### src/core/acmp_params.svh
// Offsets, field positions, reset values and timing for the comparator block
`ifndef ACMP_PARAMS_SVH
`define ACMP_PARAMS_SVH

`define ACMP_ADDR_W 8
`define ACMP_CSR_OFS 8'h00
`define ACMP_STAT_OFS 8'h04
`define ACMP_MASK_OFS 8'h08
`define ACMP_REF_OFS 8'h0c

`define ACMP_B_OFF 7
`define ACMP_B_BG 6
`define ACMP_B_RES 5
`define ACMP_B_FLAG 4
`define ACMP_B_IEN 3
`define ACMP_B_RSV 2
`define ACMP_B_STAT_CMP 0
`define ACMP_B_STAT_REF 1

`define ACMP_CSR_RST 8'h00
`define ACMP_RESP_OK 2'b00
`define ACMP_RESP_SLVERR 2'b10

`define ACMP_CLK_NS 20
`define ACMP_REF_START_NS 10000
`define ACMP_REF_START_CYC (`ACMP_REF_START_NS / `ACMP_CLK_NS)

`endif

### src/core/acmp_pkg.sv
// Types shared by the comparator control block
package acmp_pkg;
  typedef enum logic [1:0] {
    ACMP_MODE_TOGGLE = 2'b00,
    ACMP_MODE_RSVD = 2'b01,
    ACMP_MODE_FALL = 2'b10,
    ACMP_MODE_RISE = 2'b11
  } acmp_mode_type;
endpackage

### src/core/acmp_top.sv
// Comparator control, status and interrupt logic with AXI4-Lite registers
//
// Summary of operation
// - Result high while positive exceeds negative input
// - Power-off bit 7 switches comparator off
// - Bit 6 selects bandgap onto positive input
// - Bit 6 reads zero without bandgap option
// - Bit 2 reserved, always reads zero
// - Bit 5 reads live comparator result
// - Matching output event sets flag bit 4
// - Request needs flag, enable and global enable
// - Vector entry clears the interrupt flag
// - Writing one clears flag, zero keeps it
// - Bit 3 enables the comparator interrupt
// - Mode bits: toggle, reserved, falling, rising
// - Reference powered by brown-out or bandgap select
//
// Register access over AXI4-Lite and the placing of the registers were chosen for this implementation.
`include "acmp_params.svh"
`timescale 1ns/1ps
`default_nettype none
module acmp_top #(
  parameter int VW = 10,
  parameter logic HAS_BANDGAP = 1'b1,
  parameter logic [VW-1:0] BG_CODE = '0,
  parameter int REF_START_CYC = `ACMP_REF_START_CYC
) (
  input wire logic sys_clk_i,
  input wire logic rstn_i,
  input wire logic [`ACMP_ADDR_W-1:0] s_axi_awaddr,
  input wire logic s_axi_awvalid,
  output logic s_axi_awready,
  input wire logic [31:0] s_axi_wdata,
  input wire logic [3:0] s_axi_wstrb,
  input wire logic s_axi_wvalid,
  output logic s_axi_wready,
  output logic [1:0] s_axi_bresp,
  output logic s_axi_bvalid,
  input wire logic s_axi_bready,
  input wire logic [`ACMP_ADDR_W-1:0] s_axi_araddr,
  input wire logic s_axi_arvalid,
  output logic s_axi_arready,
  output logic [31:0] s_axi_rdata,
  output logic [1:0] s_axi_rresp,
  output logic s_axi_rvalid,
  input wire logic s_axi_rready,
  input wire logic [VW-1:0] positive_input_i,
  input wire logic [VW-1:0] negative_input_i,
  input wire logic brownout_enable_fuse_i,
  input wire logic global_irq_en_i,
  input wire logic irq_vector_ack_i,
  output logic comparator_irq_req_o,
  output logic irq_o,
  output logic comp_power_o,
  output logic ref_power_o
);
  import acmp_pkg::*;

  localparam logic [9:0] REF_LAST = 10'(REF_START_CYC - 1);
  localparam logic [7:0] CSR_RST = `ACMP_CSR_RST;

  logic power_off_r;
  logic bg_sel_r;
  logic flag_r;
  logic ien_r;
  acmp_mode_type mode_r;
  logic ref_evt_r;
  logic ref_mask_r;
  logic ref_power_r;
  logic ref_ready_r;
  logic [9:0] ref_cnt_r;
  logic aw_hold_r;
  logic w_hold_r;
  logic [`ACMP_ADDR_W-1:0] awaddr_r;
  logic [31:0] wdata_r;
  logic wstrb0_r;
  logic bvalid_r;
  logic [1:0] bresp_r;
  logic rvalid_r;
  logic [31:0] rdata_r;
  logic [1:0] rresp_r;

  // Comparator model: forced low while powered off, so the level drops
  // when switched off and may fire an event in toggle or fall mode
  wire bg_active = HAS_BANDGAP & bg_sel_r;
  wire [VW-1:0] pos_sel = bg_active ? BG_CODE : positive_input_i;
  wire comp_raw = ~power_off_r & (pos_sel > negative_input_i);

  wire comp_sync;
  wire comp_evt;

  // Level is re-timed before edge detection
  acmp_sync2 u_sync (
    .sys_clk_i(sys_clk_i),
    .rstn_i(rstn_i),
    .d_i(comp_raw),
    .q_o(comp_sync)
  );

  // Event per selected mode
  acmp_evdet u_evdet (
    .sys_clk_i(sys_clk_i),
    .rstn_i(rstn_i),
    .level_i(comp_sync),
    .mode_i(mode_r),
    .event_o(comp_evt)
  );

  // Write path: both halves are held, then applied in one cycle
  wire wr_go = aw_hold_r & w_hold_r & ~bvalid_r;
  wire [5:0] wr_idx = awaddr_r[`ACMP_ADDR_W-1:2];
  wire wr_csr = wr_idx == `ACMP_CSR_OFS >> 2;
  wire wr_stat = wr_idx == `ACMP_STAT_OFS >> 2;
  wire wr_mask = wr_idx == `ACMP_MASK_OFS >> 2;
  wire wr_ref = wr_idx == `ACMP_REF_OFS >> 2;
  wire wr_hit = wr_csr | wr_stat | wr_mask | wr_ref;
  wire wr_en = wr_go & wstrb0_r;
  wire csr_we = wr_en & wr_csr;
  wire mask_we = wr_en & wr_mask;
  wire flag_w1c = wr_en & ((wr_csr & wdata_r[`ACMP_B_FLAG]) |
                  (wr_stat & wdata_r[`ACMP_B_STAT_CMP]));
  wire ref_w1c = wr_en & wr_stat & wdata_r[`ACMP_B_STAT_REF];

  assign s_axi_awready = ~aw_hold_r;
  assign s_axi_wready = ~w_hold_r;
  assign s_axi_bvalid = bvalid_r;
  assign s_axi_bresp = bresp_r;

  // AXI write channel holds and response
  always_ff @(posedge sys_clk_i) begin
    if (!rstn_i) begin
      aw_hold_r <= 1'b0;
      w_hold_r <= 1'b0;
      awaddr_r <= '0;
      wdata_r <= '0;
      wstrb0_r <= 1'b0;
      bvalid_r <= 1'b0;
      bresp_r <= `ACMP_RESP_OK;
    end else begin
      if (s_axi_awvalid && !aw_hold_r) begin
        aw_hold_r <= 1'b1;
        awaddr_r <= s_axi_awaddr;
      end else if (wr_go) begin
        aw_hold_r <= 1'b0;
      end
      if (s_axi_wvalid && !w_hold_r) begin
        w_hold_r <= 1'b1;
        wdata_r <= s_axi_wdata;
        wstrb0_r <= s_axi_wstrb[0];
      end else if (wr_go) begin
        w_hold_r <= 1'b0;
      end
      if (wr_go) begin
        bvalid_r <= 1'b1;
        bresp_r <= wr_hit ? `ACMP_RESP_OK : `ACMP_RESP_SLVERR;
      end else if (s_axi_bready) begin
        bvalid_r <= 1'b0;
      end
    end
  end

  // Control fields; bandgap bit sticks at zero on the small variant
  always_ff @(posedge sys_clk_i) begin
    if (!rstn_i) begin
      power_off_r <= CSR_RST[`ACMP_B_OFF];
      bg_sel_r <= 1'b0;
      ien_r <= 1'b0;
      mode_r <= ACMP_MODE_TOGGLE;
      ref_mask_r <= 1'b0;
    end else if (csr_we) begin
      power_off_r <= wdata_r[`ACMP_B_OFF];
      bg_sel_r <= HAS_BANDGAP & wdata_r[`ACMP_B_BG];
      ien_r <= wdata_r[`ACMP_B_IEN];
      mode_r <= acmp_mode_type'(wdata_r[1:0]);
    end else if (mask_we) begin
      ien_r <= wdata_r[`ACMP_B_STAT_CMP];
      ref_mask_r <= wdata_r[`ACMP_B_STAT_REF];
    end
  end

  // Sticky flags: a new event beats a same-cycle clear
  wire flag_nxt = comp_evt |
                  (flag_r & ~flag_w1c & ~irq_vector_ack_i);
  wire ref_done = ref_power_r & ~ref_ready_r & (ref_cnt_r == REF_LAST);
  wire ref_evt_nxt = ref_done | (ref_evt_r & ~ref_w1c);
  wire ref_power_nxt = brownout_enable_fuse_i | bg_active;

  always_ff @(posedge sys_clk_i) begin
    if (!rstn_i) begin
      flag_r <= 1'b0;
      ref_evt_r <= 1'b0;
    end else begin
      flag_r <= flag_nxt;
      ref_evt_r <= ref_evt_nxt;
    end
  end

  // Reference start-up timer; restarts whenever the reference drops
  always_ff @(posedge sys_clk_i) begin
    if (!rstn_i) begin
      ref_power_r <= 1'b0;
      ref_ready_r <= 1'b0;
      ref_cnt_r <= '0;
    end else begin
      ref_power_r <= ref_power_nxt;
      ref_ready_r <= ref_power_r & (ref_ready_r | ref_done);
      if (!ref_power_r) begin
        ref_cnt_r <= '0;
      end else if (!ref_ready_r) begin
        ref_cnt_r <= ref_cnt_r + 10'h001;
      end
    end
  end

  // Read mux; result bit is the live comparator, not a latched copy
  wire [7:0] csr_rd = {power_off_r, bg_active, comp_raw, flag_r,
                       ien_r, 1'b0, mode_r};
  wire [7:0] stat_rd = {6'h00, ref_evt_r, flag_r};
  wire [7:0] mask_rd = {6'h00, ref_mask_r, ien_r};
  wire [7:0] ref_rd = {6'h00, ref_ready_r, ref_power_r};
  wire [5:0] rd_idx = s_axi_araddr[`ACMP_ADDR_W-1:2];
  wire rd_csr = rd_idx == `ACMP_CSR_OFS >> 2;
  wire rd_stat = rd_idx == `ACMP_STAT_OFS >> 2;
  wire rd_mask = rd_idx == `ACMP_MASK_OFS >> 2;
  wire rd_ref = rd_idx == `ACMP_REF_OFS >> 2;
  wire rd_hit = rd_csr | rd_stat | rd_mask | rd_ref;
  wire [7:0] rd_byte = rd_csr ? csr_rd : rd_stat ? stat_rd :
                       rd_mask ? mask_rd : rd_ref ? ref_rd : 8'h00;
  wire rd_go = s_axi_arvalid & ~rvalid_r;

  assign s_axi_arready = ~rvalid_r;
  assign s_axi_rvalid = rvalid_r;
  assign s_axi_rdata = rdata_r;
  assign s_axi_rresp = rresp_r;

  // Read channel: one outstanding read, data captured at accept
  always_ff @(posedge sys_clk_i) begin
    if (!rstn_i) begin
      rvalid_r <= 1'b0;
      rdata_r <= '0;
      rresp_r <= `ACMP_RESP_OK;
    end else if (rd_go) begin
      rvalid_r <= 1'b1;
      rdata_r <= {24'h000000, rd_byte};
      rresp_r <= rd_hit ? `ACMP_RESP_OK : `ACMP_RESP_SLVERR;
    end else if (s_axi_rready) begin
      rvalid_r <= 1'b0;
    end
  end

  // Interrupt outputs; combinational so vector entry sees no lag
  assign comparator_irq_req_o = flag_r & ien_r & global_irq_en_i;
  assign irq_o = comparator_irq_req_o | (ref_evt_r & ref_mask_r);
  assign comp_power_o = ~power_off_r;
  assign ref_power_o = ref_power_r;
endmodule
`default_nettype wire

### src/core/acmp_sync2.sv
// Two-stage synchroniser for single-bit levels
`timescale 1ns/1ps
`default_nettype none
module acmp_sync2 (
  input wire logic sys_clk_i,
  input wire logic rstn_i,
  input wire logic d_i,
  output logic q_o
);
  logic meta_r;

  // First stage feeds only the second stage
  always_ff @(posedge sys_clk_i) begin
    if (!rstn_i) begin
      meta_r <= 1'b0;
      q_o <= 1'b0;
    end else begin
      meta_r <= d_i;
      q_o <= meta_r;
    end
  end
endmodule
`default_nettype wire

### src/core/acmp_evdet.sv
// Edge and toggle event detector for the synchronised comparator level
`timescale 1ns/1ps
`default_nettype none
module acmp_evdet (
  input wire logic sys_clk_i,
  input wire logic rstn_i,
  input wire logic level_i,
  input wire acmp_pkg::acmp_mode_type mode_i,
  output logic event_o
);
  import acmp_pkg::*;
  logic prev_r;
  logic rise_w;
  logic fall_w;

  // Previous level, reset low like the synchroniser output
  always_ff @(posedge sys_clk_i) begin
    if (!rstn_i) begin
      prev_r <= 1'b0;
    end else begin
      prev_r <= level_i;
    end
  end

  assign rise_w = level_i & ~prev_r;
  assign fall_w = ~level_i & prev_r;

  // Event selection; the reserved code never fires
  always_comb begin
    unique case (mode_i)
      ACMP_MODE_TOGGLE: event_o = rise_w | fall_w;
      ACMP_MODE_RSVD: event_o = 1'b0;
      ACMP_MODE_FALL: event_o = fall_w;
      ACMP_MODE_RISE: event_o = rise_w;
    endcase
  end
endmodule
`default_nettype wire

### config.mk
export PLATFORM = sky130hd
export DESIGN_NAME = acmp_top
export DESIGN_NICKNAME = d
export VERILOG_FILES = /design/src/core/acmp_pkg.sv /design/src/core/acmp_top.sv /design/src/core/acmp_sync2.sv /design/src/core/acmp_evdet.sv
export VERILOG_INCLUDE_DIRS = /design/src /design/src/core
export SDC_FILE = /design/constraint.sdc
export NUM_CORES = 1
export LEC_CHECK = 0
export CORE_MARGIN = 5
export CORE_UTILIZATION = 57
export DETAILED_ROUTE_END_ITERATION = 8
export DONT_BUFFER_PORTS = 1
export PLACE_DENSITY = 0.79
export SYNTH_ARGS = -nofsm -noshare
export SYNTH_HDL_FRONTEND = slang
export SYNTH_SLANG_ARGS = --single-unit
### constraint.sdc
create_clock -name sys_clk_i -period 1.8 [get_ports sys_clk_i]
set_clock_uncertainty 0.05 [all_clocks]
set_input_delay 0.36 -clock sys_clk_i [delete_from_list [all_inputs] [get_ports sys_clk_i]]
set_output_delay 0.36 -clock sys_clk_i [all_outputs]
set_load 0.01 [all_outputs]
* Yosys cells after proc, flatten, opt, wreduce, memory -nomap -nowiden
Index checks and enable logic that the tools add are counted.
** Word-level totals
- Input port bits :: 82
- Logic and storage cells :: 114
- Register bits :: 56
- Output and inout bits :: 45
** Cells by class
- Reduce and logical (&&, ||, !) cells :: 14
- Muxes and demuxes :: 17
- Magnitude comparators :: 1
- Equality and inequality tests :: 10
- Bitwise logic cells :: 48
- Add/subtract/negate cells :: 1
** Operator list (count)
- equality test 6 x 2 -> 1 bit (second input constant) :: 4
- AND 1 bit :: 23
- bitwise OR 1 bit :: 13
- equality test 6 x 1 -> 1 bit (second input constant) :: 2
- zero test 6 bit :: 2
- inverter 1 bit :: 12
- adder 10 x 1 -> 10 bit (second input constant) :: 1
- equality test 10 x 9 -> 1 bit (second input constant) :: 1
- greater-than comparator 10 bit :: 1
- 2-to-1 mux 10 bit :: 1
- 2-to-1 mux 2 bit :: 5
- nonzero test 2 bit :: 5
- 2-to-1 mux 1 bit :: 9
- 2-to-1 mux 8 bit :: 1
- equality test 2 bit (second input constant) :: 2
- one-hot mux 1 bit (4 select lines) :: 1
- AND reduction 2 bit :: 2
- equality test 2 x 1 -> 1 bit (second input constant) :: 1
- logical AND 1 bit :: 2
- zero test 1 bit :: 2
- zero test 2 bit :: 1

* Logic depth before layout (Yosys ltp)
- Depth in word-level cells :: 8
- Gate-level depth with buffers :: 7
- Gate-level depth less buffers :: 6

* Hierarchy
A second synthesis with hierarchy kept.
** Second synthesis, totals
- Cells, all modules :: 287
- Area, all modules :: 2628.8 um2
** Modules (own cells, without submodules)
- acmp_top :: cells each 273, times used 1, seq. area each 920.9 um2, area each 2487.4 um2
- acmp_evdet :: cells each 10, times used 1, seq. area each 20.0 um2, area each 88.8 um2
- acmp_sync2 :: cells each 4, times used 1, seq. area each 40.0 um2, area each 52.6 um2

* Worst setup path before layout
Ideal clock, no wire load.
- Kind :: reg2reg
- Start point :: register bg_sel_r (netlist: bg_active)
- End point :: register rdata_r[5] (netlist: s_axi_rdata[5])
- Stages on the path, launching flop included :: 8
- Setup slack :: -0.173 ns
- Clock period less this slack :: 1.973 ns
- Data required time :: 1.611 ns
- Library setup time :: 0.139 ns
- Arrival :: 1.785 ns
- Cells stage by stage :: dfxtp_1 buf_1 nor2b_1 ha_1 a211oi_1 nor2_1 a2111oi_0 o21ai_0
** Between the ends
- Word-level cells in the longest chain between the ends :: 4
** RTL lines
- start, declared :: line acmp_top.sv:63 : logic bg_sel_r;
- start signal, assigned :: line acmp_top.sv:172 : bg_sel_r <= HAS_BANDGAP & wdata_r[`ACMP_B_BG];
- 2-to-1 mux 10 bit :: line acmp_top.sv:86 : wire [VW-1:0] pos_sel = bg_active ? BG_CODE : positive_input_i;
- greater-than comparator 10 bit :: line acmp_top.sv:87 : wire comp_raw = ~power_off_r & (pos_sel > negative_input_i);
- AND 1 bit :: line acmp_top.sv:87
- 2-to-1 mux 8 bit :: line acmp_top.sv:227 : wire [7:0] rd_byte = rd_csr ? csr_rd : rd_stat ? stat_rd :
- end signal, assigned :: line acmp_top.sv:244 : rdata_r <= {24'h000000, rd_byte};
- end, declared :: line acmp_top.sv:80 : logic [31:0] rdata_r;
Every way passes these cells.
A chain may end at the register's enable or synchronous reset.

* Final worst setup path
- Start point :: register awaddr_r[5]
- End point :: register mode_r[0]
** Between the ends
- Word-level cells in the longest chain between the ends :: 2
** RTL lines
- start, declared :: line acmp_top.sv:74 : logic [`ACMP_ADDR_W-1:0] awaddr_r;
- start signal, assigned :: line acmp_top.sv:142 : awaddr_r <= s_axi_awaddr;
- zero test 6 bit :: line acmp_top.sv:112 : wire wr_csr = wr_idx == `ACMP_CSR_OFS >> 2;
- AND 1 bit :: line acmp_top.sv:118 : wire csr_we = wr_en & wr_csr;
- end signal, assigned :: line acmp_top.sv:174 : mode_r <= acmp_mode_type'(wdata_r[1:0]);
- end, declared :: line acmp_top.sv:66 : acmp_mode_type mode_r;
Every way passes these cells.

==> impl_metrics.env <==
export IMPL_status="complete, no violations"
export IMPL_path_clk_slew_ns=0.09
export IMPL_switchingPower_w=0.0005116
export IMPL_rr_startpoint="awaddr_r[5]$_SDFFE_PN0P_"
export IMPL_period_minus_slack_ns=1.720
export IMPL_synth_most_common_cell="dfxtp_1"
export IMPL_power_frac_seq_pct=57.2
export IMPL_startpoint="awaddr_r[5]$_SDFFE_PN0P_"
export IMPL_placement_rows=24
export IMPL_synth_compound_area_share_pct=8.506
export IMPL_drt_iter0_markers=88
export IMPL_clkPwrFrac_pct=30.9
export IMPL_diodes=0
export IMPL_ys_seq_elements=49
export IMPL_rsz0062_at_grt="true"
export IMPL_antenna_found_initial=0
export IMPL_final_antenna_net_count=0
export IMPL_worstHoldPathType="primary input to flop"
export IMPL_synthMuxAreaShare_pct=8.938
export IMPL_vias=1785
export IMPL_synthTopCellsByCount="dfxtp_1, nor2b_1, buf_4"
export IMPL_vdd_drop_max_v=0.0004653
export IMPL_grt_use_total_pct=15.99
export IMPL_p_leak_nw=1.175
export IMPL_core_region_area_um2=4384
export IMPL_ys_flop_type="dfxtp_1"
export IMPL_cts_hold_buf=0
export IMPL_clockBufferDepth=2
export IMPL_cts_made_buffers=5
export IMPL_synth_cells=289
export IMPL_post_route_util_pct=63.64
export IMPL_fp_dieH_um=77.59
export IMPL_finalCritPeriodShare_pct=95.57
export IMPL_cap_violations=0
export IMPL_cts_tree="yes"
export IMPL_die_w_um=77.59
export IMPL_cp_required_ns=1.98
export IMPL_portBuffers=0
export IMPL_vias_per_cell=5.159
export IMPL_yosys_warnings=0
export IMPL_synth_area_leaders="dfxtp_1, mux2i_1, nor2b_1"
export IMPL_drc=0
export IMPL_routedWlPerCell_um=14.58
export IMPL_instances_no_fill=346
export IMPL_combPwrFrac_pct=11.9
export IMPL_powerDensity_nw_per_um2=721.4
export IMPL_pin_count=127
export IMPL_dieArea_um2=6019
export IMPL_synth_seq_area_share_pct=37.67
export IMPL_post_dp_cell_area_um2=2585
export IMPL_async_flop_share_pct=0
export IMPL_syn_area_um2=2604
export IMPL_htree_levels=2
export IMPL_critPathKind="flop to flop"
export IMPL_root_buffer="clkbuf_8"
export IMPL_end_kind="flop"
export IMPL_grt_pass1_vias=1688
export IMPL_avgSynthCellArea_um2=9.010
export IMPL_fin_area_um2=2790
export IMPL_initial_core_util_pct=59.39
export IMPL_clock_fmax_mhz=581.3
export IMPL_syn_to_final_growth_pct=7.160
export IMPL_cp_data_arrival_time_ns=1.90
export IMPL_drt_total_wl_mm=5.043
export IMPL_worstHoldStart="brownout_enable_fuse_i"
export IMPL_grt_pass1_wl_mm=7.879
export IMPL_hold_viol=0
export IMPL_overflow=0
export IMPL_cts_sinks=49
export IMPL_synthAdderAreaFrac_pct=6.247
export IMPL_switching_share_pct=25.42
export IMPL_intPower_w=0.001501
export IMPL_hpwl_mm=3.767
export IMPL_synth_top_area_cell="dfxtp_1"
export IMPL_grt_max_degree=44
export IMPL_synth_simple_gate_area_share_pct=23.21
export IMPL_placed_cells=336
export IMPL_ys_types=45
export IMPL_insertion_delay_ns=0.30
export IMPL_slew_viol_final=0
export IMPL_synth_xor_area_share_pct=3.027
export IMPL_finalPower_w=0.002013
export IMPL_synth_edf_count=0
export IMPL_drive_gt1_share_pct=12.93
export IMPL_drtPass1Iterations=6
export IMPL_gp_congestion=0.7917
export IMPL_crit_fanout=4
export IMPL_setup_viol=0
export IMPL_startpoint_type="flop"
export IMPL_synth_top_family_by_area="simple AND/OR/NAND/NOR gates"
export IMPL_nNetsFinal=388
export IMPL_synth_top_area_share_pct=37.67
-- cells in the final DEF (no fill, tap or decap), types with 4 or more instances in the layout --
master / synthesis / routed
dfxtp_1: 49 / 48
nor2b_1: 33 / 30
conb_1: 1 / 27
nor2_1: 22 / 22
mux2i_1: 21 / 21
inv_1: 19 / 18
nand2_1: 18 / 18
ha_1: 13 / 10
buf_4: 27 / 9
xor2_1: 8 / 8
nand3_1: 7 / 7
clkbuf_8: 0 / 5
nand2b_1: 4 / 4
o21ai_0: 6 / 4
nand4_1: 4 / 4
a22oi_1: 4 / 4
-- worst paths after layout --
check	slack, ns	endpoint	cells after the start
worst max-delay path	0.08	mode_r[0]$_SDFFE_PN0P_	4
worst min-delay path	0.12	ref_power_o$_SDFF_PN0_	1
worst min register to register	0.39	u_sync.q_o$_SDFF_PN0_	1
worst max register to register	0.08	mode_r[0]$_SDFFE_PN0P_	4
-- stage by stage --
step	hold WS, ns	setup slack (ns)	TNS, ns
after CTS	0.1165	0.02102	0
final	0.1187	0.07980	0
after detailed placement	0.3742	-0.1252	-0.2303
after floorplan	0.3619	0.03128	0
after global routing	0.1130	-0.003292	-0.003292
after global placement	0.3681	-0.1112	-0.1644
-- metal layers --
metal  track usage [%]  vias up  wire [µm]
met5                 0        -          0
met1             19.44      816       2143
met2             26.21       50       2501
li1                  -      913          -
met4             4.124        0         50
met3             6.481        6        347
-- sequential cells by signal (all words and copies together), names as in the netlist, 2 cells and up --
| register | flops |
|---|---|
| wdata_r | 6 |
| s_axi_rdata | 7 |
| mode_r | 2 |
| ref_cnt_r | 10 |
| awaddr_r | 6 |
-- critical path, cell delays in order (launching register included) --
cell and delay [ns]:
dfxtp_1 0.32, or4_4 0.54, or3_4 0.40, nor2_8 0.14, mux2i_1 0.20
-- timing repair --
action                                  in CTS  in global routing
buffers inserted                             0                  2
gates resized for setup                      2                 22
endpoints found under the setup margin       2                  5
pin swaps                                    0                 10
cloned                                       0                  0
-- kinds of logic (layout without fill, tap and decap cells) --
kind of cell	count (synthesis)	in the layout
flip-flops	49	49
AND/OR/NAND/NOR	106	106
XOR/XNOR	9	9
other	1	27
multiplexers	23	23
AO/OA/AOI/OAI	30	30
adder cells (fa/ha/maj)	13	13
buffers and inverters	58	37
-- power groups by stage --
stage | sequential, W | clock, W | combinational [W]
2_1_floorplan | 0.00117 | 0 | 0.000231
3_3_place_gp | 0.00118 | 0 | 0.000203
3_5_place_dp | 0.00118 | 0 | 0.000209
4_1_cts | 0.00115 | 0.000630 | 0.000210
5_1_grt | 0.00116 | 0.000699 | 0.000272
6_report | 0.00115 | 0.000621 | 0.000239
-- layout make-up --
class                   count  area, µm²
fillers                   359       1594
multi-input cells         208       1504
flip-flops and latches     49      984.7
repair buffers             10      82.58
clock buffers               6      72.57
inverters                  19      71.32
well taps                  52      65.06
clock inverters             2      10.01
No activity file was read; power rests on OpenSTA's default activity.
